$ cat src/rtl/twk_pkg.sv
// Constants, types and helpers shared by the timer, watchdog and wake control block
// Notes on behaviour
// RULE1: All four control registers answer only while the page select bit is one.
// RULE2: Wake register bit 7 picks normal or doubled sink drive on the infrared pin.
// RULE3: Wake register bits 3..0 disable pin-change wake per nibble; zero enables.
// RULE4: After reset every pin-change wake group is enabled.
// RULE5: Tick register bit 7 picks rising (0) or falling (1) external interrupt edge.
// RULE6: Tick register bit 6 reads the global interrupt enable; writes ignored.
// RULE7: Tick register bit 5 picks instruction clock (0) or external pin (1) as source.
// RULE8: External tick pin period must exceed the instruction clock period.
// RULE9: Tick register bit 4 counts rising (0) or falling (1) external pin edges.
// RULE10: Prescaler bypassed when bit 3 is zero, else divides by two to code plus one.
// RULE11: Watchdog register bit 3 enables the watchdog.
// RULE12: Watchdog register bits 2..0 divide by two to the power of the code.
// RULE13: Watchdog counts only on the sub-oscillator clock.
// RULE14: Counter clock register bit 7 picks sub (0) or main (1) clock for counter two.
// RULE15: Counter clock bits 6..4 divide counter two by two to code plus one.
// RULE16: Counter clock register bit 3 picks sub (0) or main (1) clock for counter one.
// RULE17: Counter clock bits 2..0 divide counter one by two to code plus one.
// RULE18: Watchdog times out after ratio times 256 half-rate periods and resets the device.
// RULE19: Counter write clears the tick prescaler; clear and sleep clear the watchdog.
// RULE20: Tick register resets to all ones except the read-only bit 6.
// RULE21: Unused wake and watchdog bits ignore writes and read zero.
package twk_pkg;

	// Register addresses within the page
	localparam logic [3:0] ADDR_WAKE = 4'h6;
	localparam logic [3:0] ADDR_TICK = 4'h7;
	localparam logic [3:0] ADDR_WDOG = 4'h8;
	localparam logic [3:0] ADDR_CNT = 4'h9;

	// Writable bit masks
	localparam logic [7:0] WAKE_MASK = 8'h8F;
	localparam logic [7:0] TICK_MASK = 8'hBF;
	localparam logic [7:0] WDOG_MASK = 8'h0F;
	localparam logic [7:0] CNT_MASK = 8'hFF;

	// Values after reset
	localparam logic [7:0] WAKE_RST = 8'h00;
	localparam logic [7:0] TICK_RST = 8'hBF;
	localparam logic [7:0] WDOG_RST = 8'h00;
	localparam logic [7:0] CNT_RST = 8'h00;

	// Field positions
	localparam int IR_DRIVE_BIT = 7;
	localparam int EDGE_BIT = 7;
	localparam int IRQEN_BIT = 6;
	localparam int SRC_BIT = 5;
	localparam int CEDGE_BIT = 4;
	localparam int TICK_PRESCALE_ON_BIT = 3;
	localparam int WDOG_ON_BIT = 3;
	localparam int CNT2_SEL_BIT = 7;
	localparam int CNT2_CODE_LSB = 4;
	localparam int CNT1_SEL_BIT = 3;
	localparam int CODE_LSB = 0;

	// Watchdog main count is 256 prescaler steps, each of two to the code half-rate periods
	localparam logic [7:0] WDOG_LAST = 8'hFF;

	// One register access from the core
	typedef struct packed {
		logic wr;
		logic rd;
		logic page;
		logic [3:0] addr;
		logic [7:0] wdata;
	} twk_reg_req_t;

	// Divide code to shift amount, optionally one step up
	function automatic logic [3:0] twk_shift(input logic [2:0] code, input logic plusOne);
		return {1'b0, code} + {3'h0, plusOne};
	endfunction : twk_shift

	// Access hits a given register of this page
	function automatic logic twk_hit(input twk_reg_req_t req, input logic [3:0] addr);
		return req.page && (req.addr == addr);
	endfunction : twk_hit

endpackage : twk_pkg

$ cat src/rtl/twk_control.sv
// Timer, watchdog, counter clock and wake control registers with their tick logic
module twk_control (
	// Clock, enable and reset
	input wire logic clk,
	input wire logic nrst,
	input wire logic ce,
	// Register access from the core
	input wire twk_pkg::twk_reg_req_t regReq,
	output logic [7:0] regRdData,
	output logic regRdValid,
	// Core instruction events, one-cycle pulses
	input wire logic instrTick,
	input wire logic tickCounterWrite,
	input wire logic irqDisableInstruction,
	input wire logic irqEntry,
	input wire logic irqEnableInstruction,
	input wire logic irqReturnInstruction,
	input wire logic watchdogClearInstruction,
	input wire logic sleepInstruction,
	// Pins and oscillators, asynchronous
	input wire logic extTickPin,
	input wire logic extIrqPinZero,
	input wire logic subOscClock,
	input wire logic mainOscClock,
	// Configuration outputs
	output logic irPinDriveSelect,
	output logic [3:0] wakeDisable,
	output logic globalIrqEnable,
	// Event outputs, one-cycle pulses
	output logic extIrqPulse,
	output logic tickPulse,
	output logic counterOneTick,
	output logic counterTwoTick,
	output logic watchdogReset
);
	import twk_pkg::*;

	logic [7:0] wake_reg, wake_next;
	logic [7:0] tick_reg, tick_next;
	logic [7:0] wdog_reg, wdog_next;
	logic [7:0] cnt_reg, cnt_next;
	logic [3:0] syncA_reg, syncB_reg, prev_reg;
	logic [3:0] rise, fall;
	logic irqEn_reg, irqEn_next;
	logic extIrq_reg, extIrq_next;
	logic [7:0] rd_reg, rd_next;
	logic rdValid_reg, rdValid_next;
	logic half_reg, half_next;
	logic [7:0] wdCnt_reg, wdCnt_next;
	logic wdRst_reg, wdRst_next;
	logic tickSrc, wdHalfTick, wdClear, wdStep;
	logic cnt1Src, cnt2Src;
	logic [3:0] tickShift;

	// Register writes; reserved and read-only bits are masked off
	always_comb begin
		wake_next = wake_reg;
		tick_next = tick_reg;
		wdog_next = wdog_reg;
		cnt_next = cnt_reg;
		if (regReq.wr && twk_hit(regReq, ADDR_WAKE)) begin // [RULE1]
			wake_next = regReq.wdata & WAKE_MASK; // [RULE2] [RULE3] [RULE21]
		end
		if (regReq.wr && twk_hit(regReq, ADDR_TICK)) begin // [RULE1]
			tick_next = regReq.wdata & TICK_MASK; // [RULE6]
		end
		if (regReq.wr && twk_hit(regReq, ADDR_WDOG)) begin // [RULE1]
			wdog_next = regReq.wdata & WDOG_MASK; // [RULE21]
		end
		if (regReq.wr && twk_hit(regReq, ADDR_CNT)) begin // [RULE1]
			cnt_next = regReq.wdata & CNT_MASK;
		end
	end

	// Register storage; wake groups come up enabled, tick control all ones except bit 6
	always_ff @(posedge clk or negedge nrst) begin
		if (!nrst) begin
			wake_reg <= WAKE_RST; // [RULE4]
			tick_reg <= TICK_RST; // [RULE20]
			wdog_reg <= WDOG_RST;
			cnt_reg <= CNT_RST;
		end else if (ce) begin
			wake_reg <= wake_next;
			tick_reg <= tick_next;
			wdog_reg <= wdog_next;
			cnt_reg <= cnt_next;
		end
	end

	// Pin synchronisers: bit 0 tick pin, 1 irq pin, 2 sub osc, 3 main osc
	always_ff @(posedge clk or negedge nrst) begin
		if (!nrst) begin
			syncA_reg <= 4'h0;
			syncB_reg <= 4'h0;
			prev_reg <= 4'h0;
		end else if (ce) begin
			syncA_reg <= {mainOscClock, subOscClock, extIrqPinZero, extTickPin};
			syncB_reg <= syncA_reg;
			prev_reg <= syncB_reg;
		end
	end

	// Edge detection only on the second stage
	assign rise = syncB_reg & ~prev_reg;
	assign fall = ~syncB_reg & prev_reg;

	// Global interrupt enable copy; a disable in the same cycle as an enable wins
	always_comb begin
		irqEn_next = irqEn_reg;
		if (irqDisableInstruction || irqEntry) begin // [RULE6]
			irqEn_next = 1'b0;
		end else if (irqEnableInstruction || irqReturnInstruction) begin // [RULE6]
			irqEn_next = 1'b1;
		end
		extIrq_next = tick_reg[EDGE_BIT] ? fall[1] : rise[1]; // [RULE5]
	end

	always_ff @(posedge clk or negedge nrst) begin
		if (!nrst) begin
			irqEn_reg <= 1'b0;
			extIrq_reg <= 1'b0;
		end else if (ce) begin
			irqEn_reg <= irqEn_next;
			extIrq_reg <= extIrq_next;
		end
	end

	// Tick source; the pin is only edge sampled, so it must be slower than the core
	assign tickSrc = tick_reg[SRC_BIT] // [RULE7]
		? (tick_reg[CEDGE_BIT] ? fall[0] : rise[0]) // [RULE8] [RULE9]
		: instrTick;
	assign tickShift = tick_reg[TICK_PRESCALE_ON_BIT] ? twk_shift(tick_reg[2:0], 1'b1) : 4'h0; // [RULE10]

	// Time clock prescaler, cleared by any counter write
	twk_prescaler #(.WIDTH(8)) tickPre (
		.clk(clk),
		.nrst(nrst),
		.ce(ce),
		.tickIn(tickSrc),
		.clear(tickCounterWrite), // [RULE19]
		.shift(tickShift),
		.tickOut(tickPulse)
	);

	// Down-counter clock sources
	assign cnt1Src = cnt_reg[CNT1_SEL_BIT] ? rise[3] : rise[2]; // [RULE16]
	assign cnt2Src = cnt_reg[CNT2_SEL_BIT] ? rise[3] : rise[2]; // [RULE14]

	twk_prescaler #(.WIDTH(8)) cnt1Pre (
		.clk(clk),
		.nrst(nrst),
		.ce(ce),
		.tickIn(cnt1Src),
		.clear(1'b0),
		.shift(twk_shift(cnt_reg[CODE_LSB +: 3], 1'b1)), // [RULE17]
		.tickOut(counterOneTick)
	);

	twk_prescaler #(.WIDTH(8)) cnt2Pre (
		.clk(clk),
		.nrst(nrst),
		.ce(ce),
		.tickIn(cnt2Src),
		.clear(1'b0),
		.shift(twk_shift(cnt_reg[CNT2_CODE_LSB +: 3], 1'b1)), // [RULE15]
		.tickOut(counterTwoTick)
	);

	// Watchdog runs from the sub oscillator only, at half its rate
	assign wdHalfTick = rise[2] && half_reg; // [RULE13]
	assign wdClear = watchdogClearInstruction || sleepInstruction || !wdog_reg[WDOG_ON_BIT]; // [RULE11] [RULE19]

	twk_prescaler #(.WIDTH(8)) wdPre (
		.clk(clk),
		.nrst(nrst),
		.ce(ce),
		.tickIn(wdHalfTick),
		.clear(wdClear),
		.shift(twk_shift(wdog_reg[CODE_LSB +: 3], 1'b0)), // [RULE12]
		.tickOut(wdStep)
	);

	// Main watchdog count: 256 prescaler steps then a reset pulse
	always_comb begin
		half_next = rise[2] ? ~half_reg : half_reg;
		wdCnt_next = wdCnt_reg;
		wdRst_next = 1'b0;
		if (wdClear) begin
			wdCnt_next = 8'h00;
		end else if (wdStep) begin
			wdCnt_next = wdCnt_reg + 8'h01;
			wdRst_next = (wdCnt_reg == WDOG_LAST); // [RULE18]
		end
	end

	always_ff @(posedge clk or negedge nrst) begin
		if (!nrst) begin
			half_reg <= 1'b0;
			wdCnt_reg <= 8'h00;
			wdRst_reg <= 1'b0;
		end else if (ce) begin
			half_reg <= half_next;
			wdCnt_reg <= wdCnt_next;
			wdRst_reg <= wdRst_next;
		end
	end

	// Read path; other pages and addresses return zero with valid set
	always_comb begin
		rd_next = 8'h00;
		rdValid_next = regReq.rd;
		if (regReq.rd && twk_hit(regReq, ADDR_WAKE)) begin // [RULE1]
			rd_next = wake_reg & WAKE_MASK; // [RULE21]
		end else if (regReq.rd && twk_hit(regReq, ADDR_TICK)) begin
			rd_next = (tick_reg & TICK_MASK) | {1'b0, irqEn_reg, 6'h00}; // [RULE6]
		end else if (regReq.rd && twk_hit(regReq, ADDR_WDOG)) begin
			rd_next = wdog_reg & WDOG_MASK; // [RULE21]
		end else if (regReq.rd && twk_hit(regReq, ADDR_CNT)) begin
			rd_next = cnt_reg;
		end
	end

	always_ff @(posedge clk or negedge nrst) begin
		if (!nrst) begin
			rd_reg <= 8'h00;
			rdValid_reg <= 1'b0;
		end else if (ce) begin
			rd_reg <= rd_next;
			rdValid_reg <= rdValid_next;
		end
	end

	// Outputs straight from flops
	assign regRdData = rd_reg;
	assign regRdValid = rdValid_reg;
	assign irPinDriveSelect = wake_reg[IR_DRIVE_BIT]; // [RULE2]
	assign wakeDisable = wake_reg[3:0]; // [RULE3]
	assign globalIrqEnable = irqEn_reg;
	assign extIrqPulse = extIrq_reg;
	assign watchdogReset = wdRst_reg;

	// Checks
	property p_page_gate;
		@(posedge clk) disable iff (!nrst)
		(ce && regReq.wr && !regReq.page)
			|=> $stable(wake_reg) && $stable(wdog_reg) && $stable(tick_reg) && $stable(cnt_reg);
	endproperty
	a_page_gate: assert property (p_page_gate) else $error("page zero write changed a register"); // [RULE1]

	property p_wake_write;
		@(posedge clk) disable iff (!nrst)
		(ce && regReq.wr && regReq.page && regReq.addr == ADDR_WAKE)
			|=> wakeDisable == $past(regReq.wdata[3:0]) && wake_reg[6:4] == 3'h0;
	endproperty
	a_wake_write: assert property (p_wake_write) else $error("wake write not taken"); // [RULE3]

	property p_irq_copy;
		@(posedge clk) disable iff (!nrst)
		(ce && regReq.rd && regReq.page && regReq.addr == ADDR_TICK)
			|=> regRdData[IRQEN_BIT] == $past(irqEn_reg);
	endproperty
	a_irq_copy: assert property (p_irq_copy) else $error("irq enable copy wrong"); // [RULE6]

	property p_irq_off;
		@(posedge clk) disable iff (!nrst)
		(ce && irqEntry) |=> !globalIrqEnable;
	endproperty
	a_irq_off: assert property (p_irq_off) else $error("irq enable not cleared"); // [RULE6]

	property p_bypass;
		@(posedge clk) disable iff (!nrst)
		(ce && !tick_reg[TICK_PRESCALE_ON_BIT] && !tick_reg[SRC_BIT] && instrTick && !tickCounterWrite)
			|=> tickPulse;
	endproperty
	a_bypass: assert property (p_bypass) else $error("bypassed tick missing"); // [RULE10]

	property p_wdog_off;
		@(posedge clk) disable iff (!nrst)
		(!wdog_reg[WDOG_ON_BIT]) |=> !watchdogReset;
	endproperty
	a_wdog_off: assert property (p_wdog_off) else $error("disabled watchdog reset"); // [RULE11]

	property p_wdog_clear;
		@(posedge clk) disable iff (!nrst)
		(ce && (watchdogClearInstruction || sleepInstruction)) |=> wdCnt_reg == 8'h00;
	endproperty
	a_wdog_clear: assert property (p_wdog_clear) else $error("watchdog not cleared"); // [RULE19]

	property p_wdog_cause;
		@(posedge clk) disable iff (!nrst)
		watchdogReset |-> $past(wdCnt_reg) == WDOG_LAST && $past(wdStep);
	endproperty
	a_wdog_cause: assert property (p_wdog_cause) else $error("watchdog reset early"); // [RULE18]

	// Low enable must freeze the four control registers, the watchdog count and the interrupt enable
	property p_freeze;
		@(posedge clk) disable iff (!nrst)
		(!ce) |=> $stable(wake_reg) && $stable(tick_reg) && $stable(wdog_reg)
			&& $stable(cnt_reg) && $stable(wdCnt_reg) && $stable(irqEn_reg);
	endproperty
	a_freeze: assert property (p_freeze) else $error("state moved with enable low");

	property p_reserved;
		@(posedge clk) disable iff (!nrst)
		wake_reg[6:4] == 3'h0 && wdog_reg[7:4] == 4'h0 && !tick_reg[IRQEN_BIT];
	endproperty
	a_reserved: assert property (p_reserved) else $error("reserved bit stored"); // [RULE21]

	property p_rd_valid;
		@(posedge clk) disable iff (!nrst)
		(ce && regReq.rd) |=> regRdValid;
	endproperty
	a_rd_valid: assert property (p_rd_valid) else $error("read not answered"); // [RULE1]

	// Other page must never leak a register value
	property p_unmapped;
		@(posedge clk) disable iff (!nrst)
		(ce && regReq.rd && !regReq.page) |=> regRdData == 8'h00;
	endproperty
	a_unmapped: assert property (p_unmapped) else $error("page zero read not zero"); // [RULE1]

	property p_irq_on;
		@(posedge clk) disable iff (!nrst)
		(ce && (irqEnableInstruction || irqReturnInstruction) && !irqDisableInstruction
			&& !irqEntry) |=> globalIrqEnable;
	endproperty
	a_irq_on: assert property (p_irq_on) else $error("irq enable not set"); // [RULE6]

	property p_ext_edge;
		@(posedge clk) disable iff (!nrst)
		(ce && syncB_reg[1] != prev_reg[1] && syncB_reg[1] == !tick_reg[EDGE_BIT])
			|=> extIrqPulse;
	endproperty
	a_ext_edge: assert property (p_ext_edge) else $error("selected irq edge missed"); // [RULE5]

	property p_tick_clear;
		@(posedge clk) disable iff (!nrst)
		(ce && tickCounterWrite) |=> !tickPulse;
	endproperty
	a_tick_clear: assert property (p_tick_clear) else $error("tick through a clear"); // [RULE19]

	// Half-rate phase may only move on a sub oscillator rise
	property p_wdog_sub;
		@(posedge clk) disable iff (!nrst)
		(ce && !(syncB_reg[2] && !prev_reg[2])) |=> $stable(half_reg);
	endproperty
	a_wdog_sub: assert property (p_wdog_sub) else $error("watchdog moved off sub clock"); // [RULE13]

endmodule : twk_control

$ cat src/rtl/twk_prescaler.sv
// Power-of-two tick divider with synchronous clear
module twk_prescaler #(
	parameter int WIDTH = 8
) (
	// Clock, enable and reset
	input wire logic clk,
	input wire logic nrst,
	input wire logic ce,
	// Ticks and control
	input wire logic tickIn,
	input wire logic clear,
	input wire logic [3:0] shift,
	output logic tickOut
);
	logic [WIDTH-1:0] cnt_reg, cnt_next;
	logic tick_reg, tick_next;
	logic [WIDTH:0] full;

	// Next count; shift of zero passes every tick
	always_comb begin
		full = ({{WIDTH{1'b0}}, 1'b1} << shift) - {{WIDTH{1'b0}}, 1'b1};
		cnt_next = cnt_reg;
		tick_next = 1'b0;
		if (clear) begin
			cnt_next = '0;
		end else if (tickIn) begin
			if (cnt_reg >= full[WIDTH-1:0]) begin
				cnt_next = '0;
				tick_next = 1'b1;
			end else begin
				cnt_next = cnt_reg + {{(WIDTH-1){1'b0}}, 1'b1};
			end
		end
	end

	// Register stage
	always_ff @(posedge clk or negedge nrst) begin
		if (!nrst) begin
			cnt_reg <= '0;
			tick_reg <= 1'b0;
		end else if (ce) begin
			cnt_reg <= cnt_next;
			tick_reg <= tick_next;
		end
	end

	assign tickOut = tick_reg;

endmodule : twk_prescaler
$ cat config.mk
export PLATFORM = sky130hd
export DESIGN_NAME = twk_control
export DESIGN_NICKNAME = d
export VERILOG_FILES = /design/src/rtl/twk_pkg.sv /design/src/rtl/twk_control.sv /design/src/rtl/twk_prescaler.sv
export SDC_FILE = /design/constraint.sdc
export NUM_CORES = 1
export LEC_CHECK = 0
export ABC_AREA = 1
export BUFFER_PORTS_ARGS = -buffer_cell sky130_fd_sc_hd__buf_4
export CORE_MARGIN = 10
export CORE_UTILIZATION = 50
export CTS_CLUSTER_DIAMETER = 120
export DETAILED_ROUTE_END_ITERATION = 6
export GPL_ROUTABILITY_DRIVEN = 0
export PLACE_DENSITY_LB_ADDON = 0.15
export REMOVE_ABC_BUFFERS = 1
export SYNTH_ARGS = -nofsm -noshare
export SYNTH_HDL_FRONTEND = slang
export SYNTH_SLANG_ARGS = --single-unit
$ cat constraint.sdc
create_clock -name clk -period 3 [get_ports clk]
set_input_delay 0.15 -clock clk [delete_from_list [all_inputs] [get_ports clk]]
set_output_delay 0.15 -clock clk [all_outputs]
set_load 0.02 [all_outputs]
==> impl_metrics.py, run 1 <==
metrics = {
    "synthesis": {
        "post-synth-top-area-fraction": 0.380,
        "synthFlopType": "sky130_fd_sc_hd__dfrtp_1",
        "cell_type_contributing_the_most_total_cell_area_after_synthesis": "sky130_fd_sc_hd__dfrtp_1",
        "seq_area_frac_synth": 0.413,
        "xor_xnor_share_of_the_synthesized_area": 0.0248,
        "share_of_async_settable_or_async_resettable_flops_after_synthesis": 1.00,
        "synth_compound_area_frac": 0.101,
        "number_of_synthesized_flops_with_an_enable_pin": 0,
        "synth.mux.area_fraction": 0.00531,
        "synth-seq-cells": 93,
        "yosys_warning_total": 0,
        "synth_cell_types": 35,
        "area_share_of_fa_ha_maj_cells_after_synthesis": 0.0884,
        "synth_simple_gate_area_share": 0.292,
        "synthesis.area_per_instance_sq_um": 7.42,
        "largest_family_of_logic_cells_by_synthesized_area": "simple AND/OR/NAND/NOR gates",
        "synth.area.top_cells": "sky130_fd_sc_hd__dfrtp_1 (38%), sky130_fd_sc_hd__nand2_1 (16%), sky130_fd_sc_hd__ha_1 (8.8%)",
        "synthCells": 763,
        "synth.cell_area_sq_um": 5660,
    },
    "timing": {
        "layout_worst_path_cycle_share": 0.923,
        "finalWorstPathRequiredPeriod_ns": 2.77,
        "final-max-slew-violation-count": 0,
        "hold_ws_ns": 0.0161,
        "hold_viol": 0,
        "maxSlewHeadroom": 0.596,
        "timing_worst_slew_pin_value_ns": 0.605,
        "setup-violations-final": 0,
        "timing.clock.skew_ns": 0.00545,
        "worst_slack_ns": 0.232,
        "fmax_ghz": 0.361,
    },
    "setup_path": {
        "required_worst_endpoint_ns": 3.29,
        "critical_path.startpoint": "tick_reg[1]",
        "worst_setup_path_end_kind": "register",
        "worstSetupEndpoint": "tickPre.cnt_reg[3]",
        "cp.arrival_ns": 3.06,
        "reg2regPathDepth": 18,
        "crit_slowest_cell": "sky130_fd_sc_hd__dfstp_2",
        "crit_chain": "ha_1 -> nand2_2 -> nand2_1 -> inv_2 -> nand3_2 -> ha_2 -> nand2_1 -> nor2_1 -> nand2_1 -> xnor2_1 -> ha_1 -> nand2_1 -> a21oi_1 -> nor2_1 -> nand3_2 -> nor2_4 -> nand3_1 -> nand2_1",
        "reg2reg_slack_ns": 0.23,
        "cpMostUsedCell": "sky130_fd_sc_hd__nand2_1",
        "worstSetupStartpointType": "register",
        "critPathKind": "register to register",
        "r2r_end": "tickPre.cnt_reg[3]",
        "startpoint_of_the_worst_slack_reg_to_reg_timing_path": "tick_reg[1]",
        "crit_path_max_incr_delay_ns": 0.57,
        "critPathMaxFanout": 5,
    },
    "run_status": {
        "run_status": "finished, final reports clean",
    },
    "cells_and_area": {
        "nNetsFinal": 894,
        "final_core_utilization": 0.598,
        "insertedDiodeCount": 0,
        "post_route_cells_drive_above_1_share": 0.128,
        "fillCellCount": 994,
        "area_delta_synth_final_pct": 16.0,
    },
    "clocking": {
        "clock_buffer_count_from_cts": 9,
        "tritoncts_num_sinks": 93,
        "clk_root_buffer_cell": "sky130_fd_sc_hd__clkbuf_16",
        "cts.reportedPaths.clkPinSlew_ns": 0.07,
        "htreeDepth": 3,
        "cts_tree": "done",
        "clock_path_buffers": 2,
        "clk-insertion-delay-late_ns": 0.35,
    },
    "placement": {
        "place.detailed.hpwl_mm": 10.3,
        "place.port_buffers": 49,
        "post-place-ws_ns": 0.114,
    },
    "grt": {
        "first_global_vias": 4960,
        "antenna_found_initial": 0,
        "gr-total-overflow": 0,
        "grt_start_max_net_pins": 47,
        "grt_first_pass_wirelength_mm": 23.1,
        "overall_global_routing_usage": 0.171,
    },
    "pwr": {
        "power_density_nw_per_um2": 560,
        "worst_ir_drop_vdd_mv": 0.311,
        "power.static_leakage_nw": 3.43,
    },
    "route": {
        "post_drt_via_cell_ratio": 5.25,
        "detail_route.iter0.violations": 362,
        "antenna_nets_post_route": 0,
        "firstDrtPassIters": 5,
        "routed_wire_length_per_instance_um": 13.9,
        "routed_wirelength_mm": 13.5,
        "via_count": 5088,
        "drc": 0,
    },
    "floorplan": {
        "rows": 38,
        "top_level_ports": 50,
        "die-area_sq_um": 16000,
        "floorplan.core_area_sq_um": 11000,
        "start_util": 0.515,
        "fp.dieH_um": 126,
        "die_x_um": 126,
    },
    "hold_path": {
        "timing.hold.worst.class": "input port to register",
    },
    "flow_run": {
        "cap_violations": 0,
    },
}
metal layers:
| layer | part of all wire | GRT usage |
|---|---|---|
| met3 | 0.046 | 0.0312 |
| met4 | 0.021 | 0.0683 |
| met1 | 0.45 | 0.213 |
| met5 | 0 | 0 |
| met2 | 0.48 | 0.285 |
cell families after synthesis:
family                   after synthesis
AO/OA/AOI/OAI                        107
XOR/XNOR                              16
adder cells (fa/ha/maj)               40
buffers and inverters                110
flip-flops                            93
multiplexers                           3
other                                  1
AND/OR/NAND/NOR                      393
stage by stage:
stage               setup TNS, ns  area [sq um]  cells  power [mW]
finish                          0          6570    969        3.68
global route             -0.00352          6570    969        3.93
CTS                             0          6530    967        3.68
detailed placement              0          6190    948        2.51
global placement                0          6190    948        2.46
floorplan                       0          5620    755        2.19
cells in the mapped netlist, types with 9 or more instances:
master / number
sky130_fd_sc_hd__clkbuf_1: 9
sky130_fd_sc_hd__ha_1: 40
sky130_fd_sc_hd__a21oi_1: 24
sky130_fd_sc_hd__nand2_1: 244
sky130_fd_sc_hd__xor2_1: 9
sky130_fd_sc_hd__inv_1: 92
sky130_fd_sc_hd__nand4_1: 15
sky130_fd_sc_hd__o21ai_1: 17
sky130_fd_sc_hd__nor2_1: 71
sky130_fd_sc_hd__nand3_1: 46
sky130_fd_sc_hd__o21ai_0: 50
sky130_fd_sc_hd__dfrtp_1: 86
worst min-delay path by stage:
stage,cells after the start,start,endpoint
after CTS,3,subOscClock,syncA_reg[2]
after global routing,3,extTickPin,syncA_reg[0]
after global placement,1,nrst,cnt2Pre.cnt_reg[2]
after detailed placement,1,nrst,cnt2Pre.cnt_reg[2]
after floorplan,0,nrst,cnt1Pre.cnt_reg[0]
final,3,extTickPin,syncA_reg[0]
area by class of cell:
type / instances / area (sq um) / area share
inverter: 99 / 372 / 0.0566
clock buffer: 10 / 239 / 0.0364
clock inverter: 6 / 62.6 / 0.00952
timing repair buffer: 58 / 443 / 0.0674
tap: 140 / 175 / 0.0267
multi-input combinational: 563 / 2940 / 0.448
sequential: 93 / 2340 / 0.356
placed cells by master, fill, tap and decap left out, drive strengths merged:
cell	synthesis	routed
dfstp	7	7
ha	40	40
nand3	51	51
a21oi	24	24
xnor2	7	7
nor3	5	5
conb	1	4
inv	99	99
o21ai	68	68
o21bai	6	6
mux2i	3	3
a31oi	1	1
clkinv	0	2
o22ai	2	2
nand2	247	247
dlygate4sd3	0	3
nor2	73	73
nand4	16	16
bufinv	0	1
xor2	9	9
dfrtp	86	86
buf	2	55
clkbuf	9	10
a21o	2	2
o41ai	1	1
or2	1	1
o21a	3	3
clkinvlp	0	3
power by group:
part / total [mW] / internal, mW / switching [mW] / leakage [nW]
Sequential: 1.57 / 1.41 / 0.157 / 1.22
Clock: 1.16 / 0.665 / 0.496 / 0.140
Combinational: 0.955 / 0.364 / 0.591 / 2.06
critical path, delay by kind of cell (launching register included):
| family | cells | cell delay (ns) |
|---|---|---|
| AOI/OAI and AO/OA | 1 | 0.04 |
| xor gates and xnor gates | 1 | 0.12 |
| DFF | 1 | 0.57 |
| adders and majority gates | 3 | 0.71 |
| and+or+nand+nor | 12 | 1.20 |
| buffers and inverters | 1 | 0.07 |
repair_timing:
action | 4_1_cts | 5_1_grt
hold buffers | 3 | 0
gates resized for setup | 0 | 8
endpoints found under the hold margin | 44 | 0
endpoints found under the setup margin | 0 | 7
setup buffers | 0 | 2
No activity file was read; power rests on OpenSTA's default activity.
==> inputs of run 2 (changes only) <==
--- a/config.mk
+++ b/config.mk
@@ -13,6 +13,7 @@
 export DETAILED_ROUTE_END_ITERATION = 6
 export GPL_ROUTABILITY_DRIVEN = 0
 export PLACE_DENSITY_LB_ADDON = 0.15
+export RECOVER_POWER = 100
 export REMOVE_ABC_BUFFERS = 1
 export SYNTH_ARGS = -nofsm -noshare
 export SYNTH_HDL_FRONTEND = slang
==> run 2 against run 1 <==
  * Setup slack hardly changed
  * Final area fell by 1.6%
  * Cell count is the same
  * Non-clock buffer count stayed put
  * Sequential share of layout area increased by 0.57 points
  * First-iteration DRC count increased by 9.4%
  * Clock skew down 0.0010 ns
  * Critical path type unchanged
==> impl_metrics.py, run 2 (same netlist as run 1, synthesis figures left out) <==
metrics = {
    "run_status": {
        "run_status": "finished, final reports clean",
    },
    "setup_path": {
        "critPathMaxFanout": 5,
        "reg2reg_slack_ns": 0.23,
        "reg2regPathDepth": 18,
        "critical_path.startpoint": "tick_reg[1]",
        "worstSetupStartpointType": "register",
        "startpoint_of_the_worst_slack_reg_to_reg_timing_path": "tick_reg[1]",
        "r2r_end": "tickPre.cnt_reg[3]",
        "cp.arrival_ns": 3.06,
        "worst_setup_path_end_kind": "register",
        "required_worst_endpoint_ns": 3.29,
        "critPathKind": "register to register",
        "worstSetupEndpoint": "tickPre.cnt_reg[3]",
    },
    "timing": {
        "finalWorstPathRequiredPeriod_ns": 2.77,
        "timing.clock.skew_ns": 0.00445,
        "hold_viol": 0,
        "maxSlewHeadroom": 0.215,
        "final-max-slew-violation-count": 0,
        "totalNegativeSetupSlack_ns": 0,
        "worst_slack_ns": 0.232,
        "timing_worst_slew_pin_value_ns": 1.18,
        "layout_worst_path_cycle_share": 0.923,
        "setup-violations-final": 0,
        "fmax_ghz": 0.361,
        "hold_ws_ns": 0.0132,
    },
    "pwr": {
        "power.static_leakage_nw": 3.33,
        "power_density_nw_per_um2": 566,
        "total_power_mw": 3.66,
        "worst_ir_drop_vdd_mv": 0.308,
    },
    "clocking": {
        "clock_path_buffers": 2,
        "cts.reportedPaths.clkPinSlew_ns": 0.07,
        "clk_root_buffer_cell": "sky130_fd_sc_hd__clkbuf_16",
        "htreeDepth": 3,
        "cts_tree": "done",
        "clk-insertion-delay-late_ns": 0.35,
        "tritoncts_num_sinks": 93,
        "clock_buffer_count_from_cts": 9,
    },
    "placement": {
        "place.detailed.hpwl_mm": 10.3,
        "place.port_buffers": 49,
        "post-place-ws_ns": 0.114,
        "placedInstanceArea_sq_um": 6190,
        "post-place-cells": 948,
    },
    "hold_path": {
        "timing.hold.worst.class": "input port to register",
        "timing.hold.worst_path_depth": 3,
    },
    "cells_and_area": {
        "insertedDiodeCount": 0,
        "post_route_cells_drive_above_1_share": 0.0953,
        "nNetsFinal": 894,
        "seq_area_sq_um": 2340,
        "final_common_cell": "sky130_fd_sc_hd__nand2_1",
        "area_delta_synth_final_pct": 14.2,
        "fillCellCount": 1025,
        "most_frequent_cells_in_the_layout": "sky130_fd_sc_hd__nand2_1 (243), sky130_fd_sc_hd__inv_1 (92), sky130_fd_sc_hd__dfrtp_1 (86)",
        "multiInputGateArea_sq_um": 2930,
        "final_core_utilization": 0.589,
        "finish.cell_count_without_fillers": 969,
        "finalInstanceArea_sq_um": 6460,
    },
    "flow_run": {
        "cap_violations": 0,
    },
    "route": {
        "firstDrtPassIters": 5,
        "wl_met1_mm": 6.09,
        "antenna_nets_post_route": 0,
        "via_count": 5111,
        "routed-wl-met3_um": 616,
        "routed_wire_length_per_instance_um": 13.9,
        "drc": 0,
        "detail_route.iter0.violations": 396,
        "post_drt_via_cell_ratio": 5.27,
        "routed_wirelength_mm": 13.5,
        "met2_wirelength_mm": 6.53,
        "top_signal_layer_used": "met4",
    },
    "floorplan": {
        "rows": 38,
        "fp.dieH_um": 126,
        "top_level_ports": 50,
        "die-area_sq_um": 16000,
        "die_x_um": 126,
        "start_util": 0.515,
        "floorplan.core_area_sq_um": 11000,
    },
    "grt": {
        "grt_first_pass_wirelength_mm": 23.1,
        "antenna_found_initial": 0,
        "gr-total-overflow": 0,
        "grt_start_max_net_pins": 47,
        "first_global_vias": 4960,
        "overall_global_routing_usage": 0.171,
    },
}
run 2: changes by cell type in the layout (fill, tap and decap cells not counted), sizes merged:
cell	before	now
buf	55	29
clkbuf	10	36
run 2: what timing repair did:
action	CTS	global route
endpoints found under the hold margin	44	0
setup buffers	0	2
resized for setup	0	8
hold buffers	3	0
setup endpoints to repair	0	7
run 2: cell type report:
type                            count  area share
Clock buffer                       10      0.0370
Clock inverter                      6     0.00968
Inverter                           99      0.0575
Multi-Input combinational cell    563       0.454
Sequential cell                    93       0.361
Tap cell                          140      0.0271
Timing Repair Buffer               58      0.0538
run 2: routing by layer:
metal	track usage	vias to the layer above
met5	0	-
met4	0.0683	0
met3	0.0312	21
met2	0.285	97
met1	0.213	2419
li1	-	2574
run 2: critical path: stages (launching register included):
cell and delay (ns):
sky130_fd_sc_hd__dfstp_2 0.56, sky130_fd_sc_hd__ha_1 0.26, sky130_fd_sc_hd__nand2_2 0.09, sky130_fd_sc_hd__nand2_1 0.07, sky130_fd_sc_hd__inv_2 0.07, sky130_fd_sc_hd__nand3_2 0.10
sky130_fd_sc_hd__ha_2 0.20, sky130_fd_sc_hd__nand2_1 0.10, sky130_fd_sc_hd__nor2_1 0.05, sky130_fd_sc_hd__nand2_1 0.07, sky130_fd_sc_hd__xnor2_1 0.12, sky130_fd_sc_hd__ha_1 0.25
sky130_fd_sc_hd__nand2_1 0.08, sky130_fd_sc_hd__a21oi_1 0.04, sky130_fd_sc_hd__nor2_1 0.17, sky130_fd_sc_hd__nand3_2 0.17, sky130_fd_sc_hd__nor2_4 0.15, sky130_fd_sc_hd__nand3_1 0.07
sky130_fd_sc_hd__nand2_1 0.08
run 2: where the power goes:
group	total, mW	internal, mW	switching, mW	leakage, nW
Combinational	0.927	0.336	0.591	1.97
Clock	1.16	0.665	0.499	0.140
Sequential	1.56	1.41	0.157	1.22
Total	3.66	2.41	1.25	3.33
run 2: worst min path at each step:
stage | startpoint | to | slack (ns)
finish | extTickPin | syncA_reg[0] | 0.01
global placement | nrst | cnt2Pre.cnt_reg[2] | 0.19
floorplan | nrst | cnt1Pre.cnt_reg[0] | -0.15
global route | extTickPin | syncA_reg[0] | 0.03
CTS | subOscClock | syncA_reg[2] | 0.01
detailed placement | nrst | cnt2Pre.cnt_reg[2] | 0.20
==> inputs of run 3 (changes only) <==
--- a/config.mk
+++ b/config.mk
@@ -12,7 +12,7 @@
 export CTS_CLUSTER_DIAMETER = 120
 export DETAILED_ROUTE_END_ITERATION = 6
 export GPL_ROUTABILITY_DRIVEN = 0
-export PLACE_DENSITY_LB_ADDON = 0.15
+export PLACE_DENSITY = 0.79
 export RECOVER_POWER = 100
 export REMOVE_ABC_BUFFERS = 1
 export SYNTH_ARGS = -nofsm -noshare
==> run 3 against run 2 <==
  * The run now ends with max-capacitance violations, max-slew violations left
  * Setup slack gained 0.012 ns
  * First-iteration DRC count decreased by 15%
  * Die area unchanged
  * Global-route usage shrank 0.88 points
  * Core utilization down 0.23 points
  * Sequential power hardly changed
  * Critical endpoint is now tickPre.cnt_reg[0]
  * Highest routed layer unchanged
==> impl_metrics.py, run 3 (same netlist as run 1, synthesis figures left out) <==
metrics = {
    "run_status": {
        "run_status": "finished, violations left",
        "violated_checks": "max-capacitance violations, max-slew violations",
    },
    "setup_path": {
        "crit_chain": "ha_1 -> nand2_2 -> nand2_1 -> inv_1 -> nand3_2 -> ha_2 -> nand2_1 -> nor2_1 -> nand2_1 -> xnor2_1 -> ha_1 -> nand2_1 -> a21oi_1 -> nor2_1 -> nand3_2 -> nor2_4 -> nand3_1 -> nand2_1",
        "worst_setup_path_end_kind": "register",
        "crit_slowest_cell": "sky130_fd_sc_hd__dfstp_2",
        "cp_top_family": "simple AND/OR/NAND/NOR gates",
        "cpMostUsedCell": "sky130_fd_sc_hd__nand2_1",
        "critPathKind": "register to register",
        "required_worst_endpoint_ns": 3.28,
        "critPathMaxFanout": 5,
        "cp.arrival_ns": 3.04,
        "bufs_and_invs_on_worst_path": 1,
        "worstSetupStartpointType": "register",
        "crit_path_max_incr_delay_ns": 0.56,
    },
    "cells_and_area": {
        "insertedDiodeCount": 0,
        "fillCellCount": 1007,
        "finish.cell_count_without_fillers": 963,
        "final_common_cell": "sky130_fd_sc_hd__nand2_1",
        "multiInputGateArea_sq_um": 2920,
        "nNetsFinal": 890,
        "most_frequent_cells_in_the_layout": "sky130_fd_sc_hd__nand2_1 (245), sky130_fd_sc_hd__inv_1 (93), sky130_fd_sc_hd__dfrtp_1 (86)",
        "post_route_cells_drive_above_1_share": 0.0887,
        "seq_area_sq_um": 2340,
        "area_delta_synth_final_pct": 13.8,
    },
    "route": {
        "drc": 0,
        "routed_wirelength_mm": 12.9,
        "detail_route.iter0.violations": 336,
        "via_count": 4983,
        "routed_wire_length_per_instance_um": 13.4,
        "antenna_nets_post_route": 0,
        "firstDrtPassIters": 5,
        "post_drt_via_cell_ratio": 5.17,
    },
    "timing": {
        "finalWorstPathRequiredPeriod_ns": 2.76,
        "maxSlewHeadroom": -0.508,
        "timing.clock.skew_ns": 0.00650,
        "hold_ws_ns": 0.00821,
        "totalNegativeSetupSlack_ns": 0,
        "final-max-slew-violation-count": 42,
        "layout_worst_path_cycle_share": 0.919,
        "timing_worst_slew_pin_value_ns": 2.26,
        "fmax_ghz": 0.363,
        "setup-violations-final": 0,
        "worst_slack_ns": 0.244,
        "hold_viol": 0,
    },
    "flow_run": {
        "cap_violations": 1,
    },
    "pwr": {
        "worst_ir_drop_vdd_mv": 0.263,
        "power.static_leakage_nw": 3.33,
        "total_power_mw": 3.62,
        "power_density_nw_per_um2": 563,
    },
    "grt": {
        "grt_most_used_layer": "met2",
        "antenna_found_initial": 0,
        "globalRouteMet3Util": 0.0379,
        "overall_global_routing_usage": 0.162,
        "gr-total-overflow": 0,
        "global_routing_met1_resource_utilization": 0.211,
        "grt_first_pass_wirelength_mm": 21.5,
        "groute.layer.met2.usage": 0.254,
        "first_global_vias": 4641,
        "grt_start_max_net_pins": 53,
    },
    "clocking": {
        "cts.reportedPaths.clkPinSlew_ns": 0.06,
        "tritoncts_num_sinks": 93,
        "clk_root_buffer_cell": "sky130_fd_sc_hd__clkbuf_16",
        "htreeDepth": 3,
        "clock_buffer_count_from_cts": 9,
        "clock_path_buffers": 2,
        "clk-insertion-delay-late_ns": 0.34,
        "cts_tree": "done",
    },
    "floorplan": {
        "die-area_sq_um": 16000,
        "rows": 38,
        "fp.dieH_um": 126,
        "floorplan.core_area_sq_um": 11000,
        "top_level_ports": 50,
        "start_util": 0.515,
        "die_x_um": 126,
    },
    "hold_path": {
        "timing.hold.worst.class": "input port to register",
    },
    "placement": {
        "place.port_buffers": 49,
        "place.detailed.hpwl_mm": 9.61,
        "post-place-cells": 946,
        "post-place-ws_ns": 0.163,
    },
}
[run 3: changes by cell type in the layout (fill, tap and decap cells not counted), sizes merged]
cell and change:
clkinvlp -2, dlygate4sd3 -2, clkinv -1, clkbuf -1
[run 3: routing by layer]
layer / share of wire / vias up
met1: 0.47 / 2272
met5: 0 / -
li1: - / 2562
met3: 0.054 / 26
met2: 0.45 / 123
met4: 0.026 / 0
[run 3: stage by stage]
step,area (sq um),utilization
global route,6440,0.586
finish,6440,0.586
CTS,6500,0.592
detailed placement,6190,0.564
floorplan,5620,-
global placement,6190,0.564
[run 3: path summary, 6_finish.rpt]
check / startpoint / to / slack [ns] / cells after the start
setup reg to reg: tick_reg[1] / tickPre.cnt_reg[0] / 0.24 / 18
hold / removal: extTickPin / syncA_reg[0] / 0.008 / 3
hold reg to reg: syncA_reg[0] / syncA_reg[0] / 0.47 / 2
setup / recovery: tick_reg[1] / tickPre.cnt_reg[0] / 0.24 / 18
min in group asynchronous: nrst / cnt2Pre.cnt_reg[4] / 1.02 / 2
max in group asynchronous: nrst / wake_reg[7] / 0.68 / 2
[run 3: final cells by class]
cell class | count | area share
multi-input combinational | 563 | 0.454
sequential | 93 | 0.363
timing repair buffer | 54 | 0.0521
inverter | 99 | 0.0577
clock inverter | 3 | 0.00719
tap | 140 | 0.0272
clock buffer | 11 | 0.0392
[run 3: power by group]
part           leakage [nW]  internal [mW]  total, mW  switching (mW)
combinational          1.96          0.333      0.911           0.578
sequential             1.22           1.41       1.56           0.157
clock                 0.144          0.683       1.15           0.465
[run 3: tightest hold or removal path, cell delays in order]
cell and delay, ns:
sky130_fd_sc_hd__buf_4 0.07, sky130_fd_sc_hd__nand2_1 0.04, sky130_fd_sc_hd__nand2_1 0.05
[run 3: repair_timing]
| item | 4_1_cts | 5_1_grt |
|---|---|---|
| hold endpoints to repair | 38 | 0 |
| hold buffers | 1 | 0 |
| setup buffers | 0 | 2 |
| setup endpoints to repair | 0 | 7 |
| gates resized for setup | 0 | 8 |
